### src/offchip_bus_pkg.sv
// constants, types and helpers shared by the off-chip bus unit
// Notes on behaviour
// RQ1: single-chip mode makes no external access; four mux/demux 8/16-bit external modes
// RQ2: demux puts address on second port, data on first; mux shares first port
// RQ3: cycle time, tri-state time, latch strobe length and read/write delay are programmable
// RQ4: four address windows, each a range select plus a bus configuration
// RQ5: fourth window beats third, second beats first where windows overlap
// RQ6: accesses outside every window use the default bus configuration
// RQ7: five active-low chip selects, one per window plus the default region
// RQ8: system config bit 6 set makes chip selects follow the address unfiltered
// RQ9: a ready input stretches accesses to slow memories
// RQ10: arbitration enable hands request, acknowledge and hold pins to the unit
// RQ11: after reset the unit is arbitration master, acknowledge pin an output
// RQ12: acknowledge pin direction bit at 1 selects slave mode, pin becomes input
// RQ13: address space size sets segment lines driven: 8, 4, 2 or none
// RQ14: software limits segment lines to four when the CAN pins are needed
// RQ15: every location takes both byte and word accesses, external ones too; word accesses at odd addresses are not realigned
// RQ16: with ready enabled, wait states run until the device signals ready
// RQ17: on hold the master ends its cycle, floats the bus, then acknowledges
package offchip_bus_pkg;
    localparam int ADDR_W = 24;
    localparam int DATA_W = 16;
    localparam int NUM_WIN = 4;
    localparam int NUM_CS = 5;
    localparam int WIN_GRAIN = 12;
    localparam int UNLATCHED_SELECT_CFG = 6;
    // mode bit 0 selects multiplexed, bit 1 selects 16-bit data
    localparam logic [1:0] MODE_DEMUX8 = 2'h0;
    localparam logic [1:0] MODE_MUX8 = 2'h1;
    localparam logic [1:0] MODE_DEMUX16 = 2'h2;
    localparam logic [1:0] MODE_MUX16 = 2'h3;
    localparam logic [1:0] SEG_16M = 2'h0;
    localparam logic [1:0] SEG_1M = 2'h1;
    localparam logic [1:0] SEG_256K = 2'h2;
    localparam logic [1:0] SEG_64K = 2'h3;
    localparam logic [NUM_CS-1:0] CS_IDLE = 5'h1f;

    typedef struct packed {
        logic win_en;
        logic [1:0] mode;
        logic [3:0] wait_cnt;
        logic ale_long;
        logic rw_dly;
        logic tri_dly;
        logic ready_en;
        logic cs_en;
    } bus_cfg_t;

    // window covers 4 Kbyte shifted left by size, aligned on base
    typedef struct packed {
        logic [11:0] base;
        logic [3:0] size;
    } win_range_t;

    typedef struct packed {
        logic [15:0] first_bus_port;
        logic [15:0] first_bus_port_oe;
        logic [15:0] second_bus_port;
        logic second_bus_port_oe;
        logic [7:0] seg;
        logic [7:0] seg_oe;
        logic ale;
        logic rd_n;
        logic wr_n;
        logic bhe_n;
        logic [NUM_CS-1:0] cs_n;
        logic ctrl_oe;
    } bus_pins_t;

    localparam bus_pins_t PINS_RST = '{first_bus_port: 16'h0000, first_bus_port_oe: 16'h0000, second_bus_port: 16'h0000,
        second_bus_port_oe: 1'b0, seg: 8'h00, seg_oe: 8'h00, ale: 1'b0, rd_n: 1'b1, wr_n: 1'b1,
        bhe_n: 1'b1, cs_n: CS_IDLE, ctrl_oe: 1'b1};

    typedef enum logic [2:0] {
        ST_IDLE = 3'b000,
        ST_ALE = 3'b001,
        ST_DELAY = 3'b010,
        ST_STROBE = 3'b011,
        ST_READY = 3'b100,
        ST_TRI = 3'b101,
        ST_HOLD = 3'b110
    } bus_state_t;

    function automatic logic [7:0] seg_mask(input logic [1:0] size);
        case (size)
            SEG_1M: seg_mask = 8'h0f;
            SEG_256K: seg_mask = 8'h03;
            SEG_64K: seg_mask = 8'h00;
            default: seg_mask = 8'hff;
        endcase
    endfunction

    function automatic logic [NUM_CS-1:0] cs_active_n(input logic [2:0] region, input logic en);
        cs_active_n = CS_IDLE;
        if (en && region < 3'(NUM_CS))
            cs_active_n[region] = 1'b0;
    endfunction
endpackage

### src/offchip_bus_unit.sv
// off-chip bus unit: bus cycles, windows, chip selects, ready and hold arbitration
module offchip_bus_unit import offchip_bus_pkg::*; (
    // clock and reset
    input wire logic i_clk,
    input wire logic i_reset,
    // core request, held until o_rsp_valid
    input wire logic i_req_valid,
    input wire logic [ADDR_W-1:0] i_req_addr,
    input wire logic i_req_write,
    input wire logic i_req_byte,
    input wire logic [DATA_W-1:0] i_req_wdata,
    output logic o_rsp_valid,
    output logic o_rsp_err,
    output logic [DATA_W-1:0] o_rsp_rdata,
    // configuration
    input wire logic i_single_chip,
    input wire logic [15:0] i_system_config_reg,
    input wire logic [1:0] i_seg_size,
    input wire bus_cfg_t i_default_bus_config,
    input wire bus_cfg_t [NUM_WIN-1:0] i_window_bus_config,
    input wire win_range_t [NUM_WIN-1:0] i_window_range_select,
    input wire logic i_arbitration_enable,
    input wire logic i_ack_pin_direction_bit,
    // bus pins
    input wire logic [15:0] i_first_bus_port,
    output bus_pins_t o_pins,
    input wire logic i_ready_n,
    // arbitration pins
    input wire logic i_hold_n,
    input wire logic i_hold_acknowledge_n,
    output logic o_hold_acknowledge_n,
    output logic o_hold_acknowledge_oe,
    output logic o_bus_request_out_n
);
    bus_state_t st_q, st_d;
    logic [3:0] cnt_q, cnt_d;
    logic [ADDR_W-1:0] addr_q;
    logic [DATA_W-1:0] wdata_q, rdata_q;
    logic write_q, byte_q, split_q, second_q, cap_q, rsp_q, err_q;
    bus_cfg_t cfg_q;
    logic [2:0] region_q;
    bus_pins_t pins_q, pins_d;
    logic ack_n_q, ack_oe_q, bus_request_out_n_q;

    // decode
    wire [ADDR_W-1:0] dec_addr = (st_q == ST_IDLE) ? i_req_addr : addr_q;
    wire [2:0] region_w;
    wire [NUM_WIN-1:0] win_en_w;
    genvar k;
    generate
        for (k = 0; k < NUM_WIN; k++) begin : g_en
            assign win_en_w[k] = i_window_bus_config[k].win_en;
        end
    endgenerate

    window_select #(.NUM(NUM_WIN)) u_win (
        .i_addr(dec_addr),
        .i_range(i_window_range_select),
        .i_en(win_en_w),
        .o_region(region_w)
    );

    wire bus_cfg_t cfg_sel = (region_w == 3'h0) ? i_default_bus_config
        : i_window_bus_config[2'(region_w - 3'h1)]; // [RQ4] [RQ6]

    // arbitration
    wire arb_on = i_arbitration_enable; // [RQ10]
    wire slave = arb_on && i_ack_pin_direction_bit; // [RQ12]
    wire granted = !slave || !i_hold_acknowledge_n;
    wire hold_req = arb_on && !slave && !i_hold_n;
    // a pending request blocks retake until the response pulse has passed
    wire take = (st_q == ST_IDLE) && i_req_valid && !rsp_q && granted && !hold_req;
    wire ext_take = take && !i_single_chip; // [RQ1]
    wire odd_take = take && i_single_chip; // [RQ1]

    wire is16 = cfg_q.mode[1];
    wire ismux = cfg_q.mode[0];
    wire [ADDR_W-1:0] eff_addr = {addr_q[ADDR_W-1:1], addr_q[0] | second_q};
    wire more = split_q && !second_q;
    wire strobe_end = (st_q == ST_STROBE && cnt_q == 4'h0 && !cfg_q.ready_en)
        || (st_q == ST_READY && !i_ready_n);
    wire done = (st_q == ST_TRI) && (cnt_q == 4'h0) && !more;

    // sequencer
    always_comb begin
        st_d = st_q;
        cnt_d = cnt_q;
        case (st_q)
            ST_IDLE: begin
                if (hold_req) begin
                    st_d = ST_HOLD; // [RQ17]
                end else if (ext_take) begin
                    st_d = ST_ALE;
                    cnt_d = {3'h0, cfg_sel.ale_long}; // [RQ3]
                end
            end
            ST_ALE: begin
                if (cnt_q != 4'h0) begin
                    cnt_d = cnt_q - 4'h1;
                end else if (cfg_q.rw_dly) begin
                    st_d = ST_DELAY; // [RQ3]
                end else begin
                    st_d = ST_STROBE;
                    cnt_d = cfg_q.wait_cnt; // [RQ3]
                end
            end
            ST_DELAY: begin
                st_d = ST_STROBE;
                cnt_d = cfg_q.wait_cnt;
            end
            ST_STROBE: begin
                if (cnt_q != 4'h0) begin
                    cnt_d = cnt_q - 4'h1;
                end else if (cfg_q.ready_en) begin
                    st_d = ST_READY; // [RQ9]
                end else begin
                    st_d = ST_TRI;
                    cnt_d = {3'h0, cfg_q.tri_dly};
                end
            end
            ST_READY: begin
                if (!i_ready_n) begin
                    st_d = ST_TRI; // [RQ16]
                    cnt_d = {3'h0, cfg_q.tri_dly}; // [RQ3]
                end
            end
            ST_TRI: begin
                if (cnt_q != 4'h0) begin
                    cnt_d = cnt_q - 4'h1;
                end else if (more) begin
                    st_d = ST_ALE; // [RQ15]
                    cnt_d = {3'h0, cfg_q.ale_long};
                end else begin
                    st_d = ST_IDLE;
                end
            end
            ST_HOLD: begin
                if (!hold_req)
                    st_d = ST_IDLE;
            end
            default: st_d = ST_IDLE;
        endcase
    end

    always_ff @(posedge i_clk or posedge i_reset) begin
        if (i_reset) begin
            st_q <= ST_IDLE;
            cnt_q <= 4'h0;
        end else begin
            st_q <= st_d;
            cnt_q <= cnt_d;
        end
    end

    // access context; an 8-bit bus splits a word into low then high byte
    always_ff @(posedge i_clk or posedge i_reset) begin
        if (i_reset) begin
            addr_q <= '0;
            wdata_q <= '0;
            write_q <= 1'b0;
            byte_q <= 1'b0;
            split_q <= 1'b0;
            cfg_q <= '0;
            region_q <= 3'h0;
        end else if (ext_take) begin
            addr_q <= i_req_addr;
            wdata_q <= i_req_wdata;
            write_q <= i_req_write;
            byte_q <= i_req_byte;
            split_q <= !i_req_byte && !cfg_sel.mode[1]; // [RQ15]
            cfg_q <= cfg_sel;
            region_q <= region_w;
        end
    end

    always_ff @(posedge i_clk or posedge i_reset) begin
        if (i_reset) begin
            second_q <= 1'b0;
            cap_q <= 1'b0;
            rsp_q <= 1'b0;
            err_q <= 1'b0;
            rdata_q <= '0;
        end else begin
            cap_q <= strobe_end;
            rsp_q <= done || odd_take;
            err_q <= odd_take;
            if (ext_take)
                second_q <= 1'b0;
            else if (st_q == ST_TRI && cnt_q == 4'h0 && more)
                second_q <= 1'b1;
            // pins lag the state by one cycle, so data is taken one cycle late
            if (ext_take) begin
                rdata_q <= '0;
            end else if (cap_q && !write_q) begin
                if (!is16 && second_q)
                    rdata_q[15:8] <= i_first_bus_port[7:0];
                else if (!is16 || (byte_q && !addr_q[0]))
                    rdata_q[7:0] <= i_first_bus_port[7:0];
                else if (byte_q)
                    rdata_q[7:0] <= i_first_bus_port[15:8]; // [RQ15]
                else
                    rdata_q <= i_first_bus_port;
            end
        end
    end

    // pin drive
    wire active = st_q inside {ST_ALE, ST_DELAY, ST_STROBE, ST_READY, ST_TRI};
    wire data_ph = st_q inside {ST_DELAY, ST_STROBE, ST_READY};
    wire strobe_on = st_q inside {ST_STROBE, ST_READY};
    wire [1:0] lanes = !is16 ? 2'b01 : (!byte_q ? 2'b11 : (addr_q[0] ? 2'b10 : 2'b01));
    wire [15:0] lane_oe = {{8{lanes[1]}}, {8{lanes[0]}}};
    wire [15:0] wlane = !is16 ? {8'h00, second_q ? wdata_q[15:8] : wdata_q[7:0]}
        : (byte_q ? {wdata_q[7:0], wdata_q[7:0]} : wdata_q);
    wire own = (st_q != ST_HOLD) && granted; // [RQ17]
    wire unlatched = i_system_config_reg[UNLATCHED_SELECT_CFG];
    // unlatched selects glitch with the address, latched ones hold for the cycle
    wire [NUM_CS-1:0] cs_w = unlatched ? cs_active_n(region_w, cfg_sel.cs_en) // [RQ8]
        : (active ? cs_active_n(region_q, cfg_q.cs_en) : CS_IDLE); // [RQ7]

    always_comb begin
        pins_d = PINS_RST;
        pins_d.ctrl_oe = own;
        pins_d.seg = eff_addr[23:16] & seg_mask(i_seg_size); // [RQ13]
        pins_d.second_bus_port = eff_addr[15:0];
        if (own) begin
            pins_d.cs_n = cs_w;
            if (active) begin
                pins_d.seg_oe = seg_mask(i_seg_size); // [RQ13]
                pins_d.second_bus_port_oe = !ismux; // [RQ2]
                pins_d.ale = (st_q == ST_ALE);
                pins_d.rd_n = !(strobe_on && !write_q);
                pins_d.wr_n = !(strobe_on && write_q);
                pins_d.bhe_n = !(lanes[1] && is16);
            end
            if (st_q == ST_ALE && ismux) begin
                pins_d.first_bus_port = eff_addr[15:0]; // [RQ2]
                pins_d.first_bus_port_oe = 16'hffff;
            end else if (data_ph && write_q) begin
                pins_d.first_bus_port = wlane; // [RQ2]
                pins_d.first_bus_port_oe = lane_oe;
            end
        end
    end

    always_ff @(posedge i_clk or posedge i_reset) begin
        if (i_reset) begin
            pins_q <= PINS_RST;
            ack_n_q <= 1'b1;
            ack_oe_q <= 1'b1; // [RQ11]
            bus_request_out_n_q <= 1'b1;
        end else begin
            pins_q <= pins_d;
            ack_n_q <= !(st_q == ST_HOLD); // [RQ17]
            ack_oe_q <= !i_ack_pin_direction_bit; // [RQ12]
            bus_request_out_n_q <= !(arb_on && i_req_valid && !rsp_q
                && (slave ? i_hold_acknowledge_n : (st_q == ST_HOLD))); // [RQ10]
        end
    end

    assign o_pins = pins_q;
    assign o_hold_acknowledge_n = ack_n_q;
    assign o_hold_acknowledge_oe = ack_oe_q;
    assign o_bus_request_out_n = bus_request_out_n_q;
    assign o_rsp_valid = rsp_q;
    assign o_rsp_err = err_q;
    assign o_rsp_rdata = rdata_q;
endmodule

### src/window_select.sv
// address window decoder with hierarchical priority
module window_select import offchip_bus_pkg::*; #(
    parameter int NUM = NUM_WIN
) (
    // address under decode
    input wire logic [ADDR_W-1:0] i_addr,
    // window ranges and enables
    input wire win_range_t [NUM-1:0] i_range,
    input wire logic [NUM-1:0] i_en,
    // 0 is the default region, k+1 is window k
    output logic [2:0] o_region
);
    logic [NUM-1:0] hit;

    genvar k;
    generate
        for (k = 0; k < NUM; k++) begin : g_win
            wire [11:0] mask = ~((12'h001 << i_range[k].size) - 12'h001);
            assign hit[k] = i_en[k] && (((i_addr[ADDR_W-1:WIN_GRAIN] ^ i_range[k].base) & mask)
                == 12'h000); // [RQ4]
        end
    endgenerate

    // later windows override earlier ones, so the fourth wins over all
    always_comb begin
        o_region = 3'h0; // [RQ6]
        for (int i = 0; i < NUM; i++) begin
            if (hit[i])
                o_region = 3'(i + 1); // [RQ5]
        end
    end
endmodule

### config.mk
export PLATFORM = sky130hd
export DESIGN_NAME = offchip_bus_unit
export DESIGN_NICKNAME = d
export VERILOG_FILES = /design/src/offchip_bus_pkg.sv /design/src/offchip_bus_unit.sv /design/src/window_select.sv
export SDC_FILE = /design/constraint.sdc
export NUM_CORES = 1
export LEC_CHECK = 0
export ABC_CLOCK_PERIOD_IN_PS = 4900
export BUFFER_PORTS_ARGS = -buffer_cell sky130_fd_sc_hd__buf_2
export CAP_MARGIN = 20
export CORE_ASPECT_RATIO = 1.4
export CORE_UTILIZATION = 51
export DETAILED_ROUTE_END_ITERATION = 12
export PLACE_DENSITY = 0.9
export SYNTH_ARGS = -nofsm -noshare
export SYNTH_HDL_FRONTEND = slang
export SYNTH_SLANG_ARGS = --single-unit
### constraint.sdc
create_clock -name i_clk -period 4.9 [get_ports i_clk]
set_input_delay 0.735 -clock i_clk [delete_from_list [all_inputs] [get_ports i_clk]]
set_output_delay 0.735 -clock i_clk [all_outputs]
set_load 0.005 [all_outputs]
* Word level (Yosys, flattened, before mapping)
Cells that the tools add are included.
** Cells by class
- $add $sub $neg :: 6
- Multipliers :: 0
- Divide/modulo/power cells :: 0
- Order comparisons :: 7
- Eq/ne operators :: 24
- Shifts and indexed selects :: 4
- Mux-type cells :: 62
- Bitwise logic cells :: 16
- Reductions and logical operators :: 81
** Operators by type and width (number)
- 32-bit 2-to-1 mux :: 3
- 16-bit 2-to-1 mux :: 4
- 8-bit 2-to-1 mux :: 7
- 12-bit bitwise AND :: 4
- 12-bit zero test :: 4
- 12-bit NOT :: 4
- 1-bit by 4-bit << shifter with 12-bit output (first input constant) :: 4
- 12-bit by 1-bit subtractor with 12-bit output (second input constant) :: 4
- 12-bit XOR :: 4
- 1-bit logical AND :: 37
- 4-bit 2-to-1 mux :: 9
- 12-bit binary-select mux with 2-bit select :: 1
- 24-bit 2-to-1 mux :: 1
- 3-bit 2-to-1 mux :: 8
- 4-bit one-hot mux with 6 select lines :: 1
- 8-bit one-hot mux with 3 select lines :: 1
- 1-bit zero test :: 22
- 11-bit 2-to-1 mux :: 2
- 3-bit one-hot mux with 7 select lines :: 1
- 5-bit 2-to-1 mux :: 4
- 3-bit inequality test (second input constant) :: 6
- 17-bit 2-to-1 mux :: 1
- 2-bit inequality test (second input constant) :: 8
- 12-bit 2-to-1 mux :: 1
- other kinds (30) :: 59
** Storage, ports and cells
- Flip-flop bits (word level) :: 162
- Latch bits :: 0
- Memory bits (writable) :: 0
- ROM bits :: 0
- Bits of input ports :: 209
- Memories kept :: 0

* Depth between registers and ports, before layout
- Word-level depth :: 18
- Mapped depth :: 21
- Mapped depth without buffers :: 17

* Hierarchy
A second synthesis with hierarchy kept.
** Unflattened totals
- Cells, all modules :: 838
- Area total of the unflattened synthesis :: 8305.5 um^2
** Modules (own cells, without submodules)
- offchip_bus_unit :: instances 1, cells an instance 611, area an instance 6716.4 um^2
- window_select :: instances 1, cells an instance 227, area an instance 1589.0 um^2

* Worst setup path before layout
Ideal clock, no wire load.
- Path kind :: in2reg
- Start :: input port i_window_range_select[1] (netlist name)
- End :: register cfg_q[2] (netlist name)
- Library setup time :: 0.122 ns
- Arrival :: 5.024 ns
- Data required time :: 4.778 ns
- Setup slack :: -0.247 ns
- Cell stages on the path :: 19
- Path buffers :: 5
- Cell sequence :: clkbuf_1 -> nor2_1 -> nand2_1 -> ha_1 -> clkbuf_1 -> or3b_2 -> o21ai_0 -> a22oi_1 -> a2111oi_2 -> o2111ai_1 -> a211oi_4 -> o21ai_4 -> buf_4 -> ha_1 -> clkbuf_1 -> buf_1 -> mux4_2 -> nand2_1 -> a21oi_1
** On the way
- Word-level cells in the longest chain between the ends :: 14
- Elaborated cells on any way between the ends :: 15
- Classes of those cells :: add/sub: 2; shift: 1; mux: 7; bitwise: 2; reduce/logical: 3
** Ends and longest elaborated chain
- from (decl) :: RTL line offchip_bus_unit.sv:21 : input wire win_range_t [NUM_WIN-1:0] i_window_range_select,
- 1-bit by 4-bit << shifter with 12-bit output * :: RTL line window_select.sv:18 : wire [11:0] mask = ~((12'h001 << i_range[k].size) - 12'h001);
- 12-bit by 1-bit subtractor with 12-bit output * :: RTL line window_select.sv:18
- 12-bit NOT * :: RTL line window_select.sv:18
- 12-bit bitwise AND * :: RTL line window_select.sv:19 : assign hit[k] = i_en[k] && (((i_addr[ADDR_W-1:WIN_GRAIN] ^ i_range[k].base) & mask)
- 12-bit zero test * :: RTL line window_select.sv:19
- 1-bit logical AND * :: RTL line window_select.sv:19
- 1-bit 2-to-1 mux * :: RTL line window_select.sv:28 : if (hit[i])
- 2-bit 2-to-1 mux * (2 in a row) :: RTL line window_select.sv:28
- 3-bit 2-to-1 mux * :: RTL line window_select.sv:28
- 2-bit by 1-bit subtractor with 2-bit output :: RTL line offchip_bus_unit.sv:64 : : i_window_bus_config[2'(region_w - 3'h1)];
- 12-bit binary-select mux with 2-bit select :: RTL line offchip_bus_unit.sv:64
- 11-bit 2-to-1 mux (not written as such) :: RTL line offchip_bus_unit.sv:64
- 11-bit 2-to-1 mux * :: RTL line offchip_bus_unit.sv:63 : wire bus_cfg_t cfg_sel = (region_w == 3'h0) ? i_default_bus_config
- to (signal assigned) :: RTL line offchip_bus_unit.sv:171 : cfg_q <= cfg_sel;
- to (decl) :: RTL line offchip_bus_unit.sv:40 : bus_cfg_t cfg_q;
Every way passes the cells marked *; elsewhere a longest branch is shown, timed or not. The select of a mux whose other input is x is not followed.
A chain may end at the register's enable or synchronous reset.

* Worst setup path in the final report
- Start :: input port i_window_range_select[2] (netlist name)
- End :: register cfg_q[0] (netlist name)
The elaborated chain is that of the path after synthesis.

==> load_flow_metrics.sql <==
INSERT INTO impl_metrics (metric_group, metric, value, unit) VALUES
('outcome', 'outcome', 'finished clean', ''),
('logic_synthesis', 'postSynth.topFlopCell', 'dfrtp_1', ''),
('place', 'dp_worst_setup_slack', '0.115', 'ns'),
('place', 'placement.io_buffers', '288', ''),
('min_path', 'type_of_the_tightest_min_delay_check', 'reg2reg', ''),
('cells_and_area', 'final-seq-area', '3590', 'um^2'),
('place', 'hpwl', '17900', 'um'),
('floorplanning', 'io-pin-count', '305', ''),
('critical_path', 'worst_ep_arrival_time', '4.69', 'ns'),
('drt', 'route.detailed.wl_per_inst', '17.1', 'um'),
('pwr', 'clock_power_share', '0.224', ''),
('drt', 'drt_pre_antenna_iters', '5', ''),
('floorplanning', 'dieHeight', '155', 'um'),
('timing', 'max_freq', '0.228', 'GHz'),
('drt', 'drc_errors', '0', ''),
('place', 'routabilityCongestion', '0.910', ''),
('logic_synthesis', 'ys.warnings.count', '0', ''),
('logic_synthesis', 'synth_enable_flop_cells', '0', ''),
('global_routing', 'antenna_found_initial', '0', ''),
('cells_and_area', 'final_layout_size_suffix_gt1_frac', '0.333', ''),
('floorplanning', 'die_w', '111', 'um'),
('critical_path', 'cpMostUsedCell', 'ha_1', ''),
('timing', 'setup-tns-final', '0', 'ns'),
('global_routing', 'largest_net_degree_at_the_start_of_global_routing', '104', ''),
('logic_synthesis', 'yosysSeqAreaShare', '0.424', ''),
('clock_tree', 'tritoncts', 'yes', ''),
('floorplanning', 'core_ar', '16200', 'um^2'),
('timing', 'final_period_util', '0.895', ''),
('critical_path', 'required', '5.20', 'ns'),
('clock_tree', 'cts_buffers', '17', ''),
('pwr', 'net_switching_power_of_the_design', '2140', 'uW'),
('logic_synthesis', 'ys_ff_latch', '143', ''),
('timing', 'post-route-worst-setup-slack', '0.515', 'ns'),
('clock_tree', 'numClockSinks', '143', ''),
('logic_synthesis', 'syn_area', '8470', 'um^2'),
('floorplanning', 'full_die_area', '17100', 'um^2'),
('timing', 'timing_max_transition_violations_final', '0', ''),
('pwr', 'vdd.ir_drop.worst', '424', 'uV'),
('drt', 'drtAntennaViolNets', '0', ''),
('critical_path', 'critPathSlowestCell', 'or4_1', ''),
('critical_path', 'critPathLaunchType', 'input pin', ''),
('drt', 'detail_route.wirelength', '23900', 'um'),
('critical_path', 'largest_fanout_on_the_critical_path', '12', ''),
('cells_and_area', 'insertedDiodeCount', '0', ''),
('drt', 'vias_per_cell', '5.81', ''),
('global_routing', 'global_route.usage.total', '0.284', ''),
('global_routing', 'grt_overflow', '0', ''),
('pwr', 'internal_power', '3460', 'uW'),
('pwr', 'sequentialPowerShare', '0.349', ''),
('critical_path', 'path_class', 'in2reg', ''),
('run', 'max_cap_viol_count', '0', ''),
('timing', 'fin_worst_hold_slack', '0.400', 'ns'),
('clock_tree', 'clk-insertion-delay-late', '0.41', 'ns'),
('timing', 'timing_hold_violations_final', '0', ''),
('critical_path', 'end_kind', 'flop', ''),
('global_routing', 'first_global_vias', '8047', ''),
('timing', 'slew-limit-headroom', '0.318', ''),
('clock_tree', 'post-cts-setup-buffer-count', '0', ''),
('logic_synthesis', 'syn_nets', '1159', ''),
('clock_tree', 'clk_pin_slew', '0.06', 'ns'),
('pwr', 'power_frac_comb', '0.427', ''),
('timing', 'setup_viol', '0', ''),
('clock_tree', 'ctsRootBufferMaster', 'clkbuf_16', ''),
('clock_tree', 'post_cts_resized', '0', ''),
('timing', 'finalClockSkew', '0.00938', 'ns'),
('pwr', 'switching_share', '0.383', ''),
('drt', 'route.vias.total', '8116', ''),
('drt', 'drtIter0Drc', '624', ''),
('timing', 'period_minus_slack', '4.38', 'ns'),
('logic_synthesis', 'post_synth_inst_count', '944', ''),
('floorplanning', 'start_util', '0.524', '');
registers in the layout, indices dropped and copies added (netlist names), 3 cells and up:
| signal | cells |
|---|---|
| addr_q | 24 |
| cfg_q | 11 |
| cnt_q | 4 |
| o_pins | 56 |
| o_rsp_rdata | 16 |
| region_q | 3 |
| st_q | 3 |
| wdata_q | 16 |
synth_stat cells (3+ instances only):
| library cell | number | area share |
|---|---|---|
| mux4_2 | 9 | 0.024 |
| o22ai_1 | 3 | 0.0022 |
| nand4b_1 | 3 | 0.0031 |
| nand2_1 | 193 | 0.085 |
| o311ai_0 | 4 | 0.0041 |
| buf_4 | 21 | 0.019 |
| a32oi_1 | 4 | 0.0041 |
| clkbuf_1 | 44 | 0.019 |
| nand3b_1 | 3 | 0.0027 |
| a211oi_1 | 10 | 0.0089 |
| nor4b_1 | 12 | 0.012 |
| nor4b_2 | 3 | 0.0053 |
| buf_1 | 5 | 0.0022 |
| a31oi_1 | 5 | 0.0037 |
| a21boi_0 | 4 | 0.0035 |
| a21o_1 | 7 | 0.0062 |
| nor2b_1 | 12 | 0.0089 |
| mux2_2 | 21 | 0.028 |
| a22oi_1 | 12 | 0.011 |
| ha_1 | 6 | 0.0089 |
| o2111ai_1 | 7 | 0.0072 |
| buf_2 | 3 | 0.0018 |
| o211ai_1 | 3 | 0.0027 |
| and3_1 | 5 | 0.0037 |
| dfrtp_1 | 131 | 0.39 |
| a2bb2oi_1 | 5 | 0.0052 |
| buf_6 | 6 | 0.0080 |
| nand3_1 | 16 | 0.0095 |
| or3_1 | 11 | 0.0081 |
| nor4_1 | 4 | 0.0030 |
| a21oi_1 | 66 | 0.039 |
| xor2_1 | 21 | 0.022 |
| dfstp_2 | 12 | 0.037 |
| inv_1 | 25 | 0.011 |
| or2_2 | 3 | 0.0022 |
| nor3b_1 | 5 | 0.0044 |
| nand4_1 | 4 | 0.0030 |
| mux2i_1 | 13 | 0.015 |
| and2_1 | 10 | 0.0074 |
| o31a_1 | 11 | 0.011 |
| nor2_1 | 78 | 0.035 |
| nand2b_1 | 7 | 0.0052 |
| o21ai_0 | 38 | 0.022 |
| xnor2_1 | 21 | 0.022 |
| nor3_1 | 13 | 0.0077 |
cells by family (layout without fill, tap and decap cells):
kind of cell             after synthesis  after routing  share of synthesized area
multiplexers                          46             46                     0.0732
AO/OA/AOI/OAI                        209            209                      0.167
flip-flops                           143            143                      0.424
XOR/XNOR                              42             42                     0.0434
adder cells (fa/ha/maj)                8              8                     0.0112
buffers and inverters                104            358                     0.0611
AND/OR/NAND/NOR                      392            392                      0.219
final timing paths:
check,cells past startpoint,slack [ns],end,startpoint
setup reg to reg,12,0.57,cfg_q[0],st_q[2]
hold / removal,0,0.40,o_pins[35],addr_q[8]
max in group asynchronous,3,3.29,o_pins[6],i_reset
setup / recovery,16,0.52,cfg_q[0],i_window_range_select[2]
hold reg to reg,0,0.40,o_pins[35],addr_q[8]
min in group asynchronous,2,0.51,o_pins[68],i_reset
cells in the final DEF, fill, tap and decap left out, drive strengths merged, types with 22 or more instances in the layout:
cell type	netlist	routed
o21ai	41	41
inv	25	26
mux2	22	22
buf	35	302
dfrtp	131	131
nor2	81	81
a21oi	66	66
nand2	193	193
clkbuf	44	22
worst max-delay path: cells and delay by family:
kind                       cells  cell delay [ns]
muxes                          2             0.55
and+or+nand+nor                5             1.11
AOI/OAI and AO/OA              6             1.51
adders and majority gates      2             0.60
buffers and inverters          1             0.17
per-layer routing:
layer	share of wire	GRT usage	vias to the layer above	routed length [um]
met5	0	0	-	0
met4	0.045	0.144	0	1070
met3	0.063	0.0498	82	1490
met2	0.52	0.513	395	12500
met1	0.37	0.321	3873	8870
li1	-	-	3766	-
per-stage QoR:
step / std cells / util / cell area, um^2
finish: 1397 / 0.646 / 10400
global route: 1397 / 0.646 / 10400
CTS: 1396 / 0.645 / 10400
detailed placement: 1365 / 0.610 / 9860
global placement: 1365 / 0.610 / 9860
floorplan: 944 / - / 8480
area by class of cell:
cell class	instances	area share
clock buffer	22	0.0444
clock inverter	9	0.0105
inverter	25	0.00946
multi-input combinational	697	0.419
sequential	143	0.344
tap	199	0.0238
timing repair buffer	302	0.149
power by group through the flow:
stage	Clock (uW)	Combinational, uW	Sequential (uW)
final	1260	2390	1950
after floorplan	0	1720	1890
after global routing	1320	2650	2000
after detailed placement	0	2370	1960
after CTS	1270	2390	1950
after global placement	0	2300	1940
Note: power is estimated with default switching activity, not from simulation.
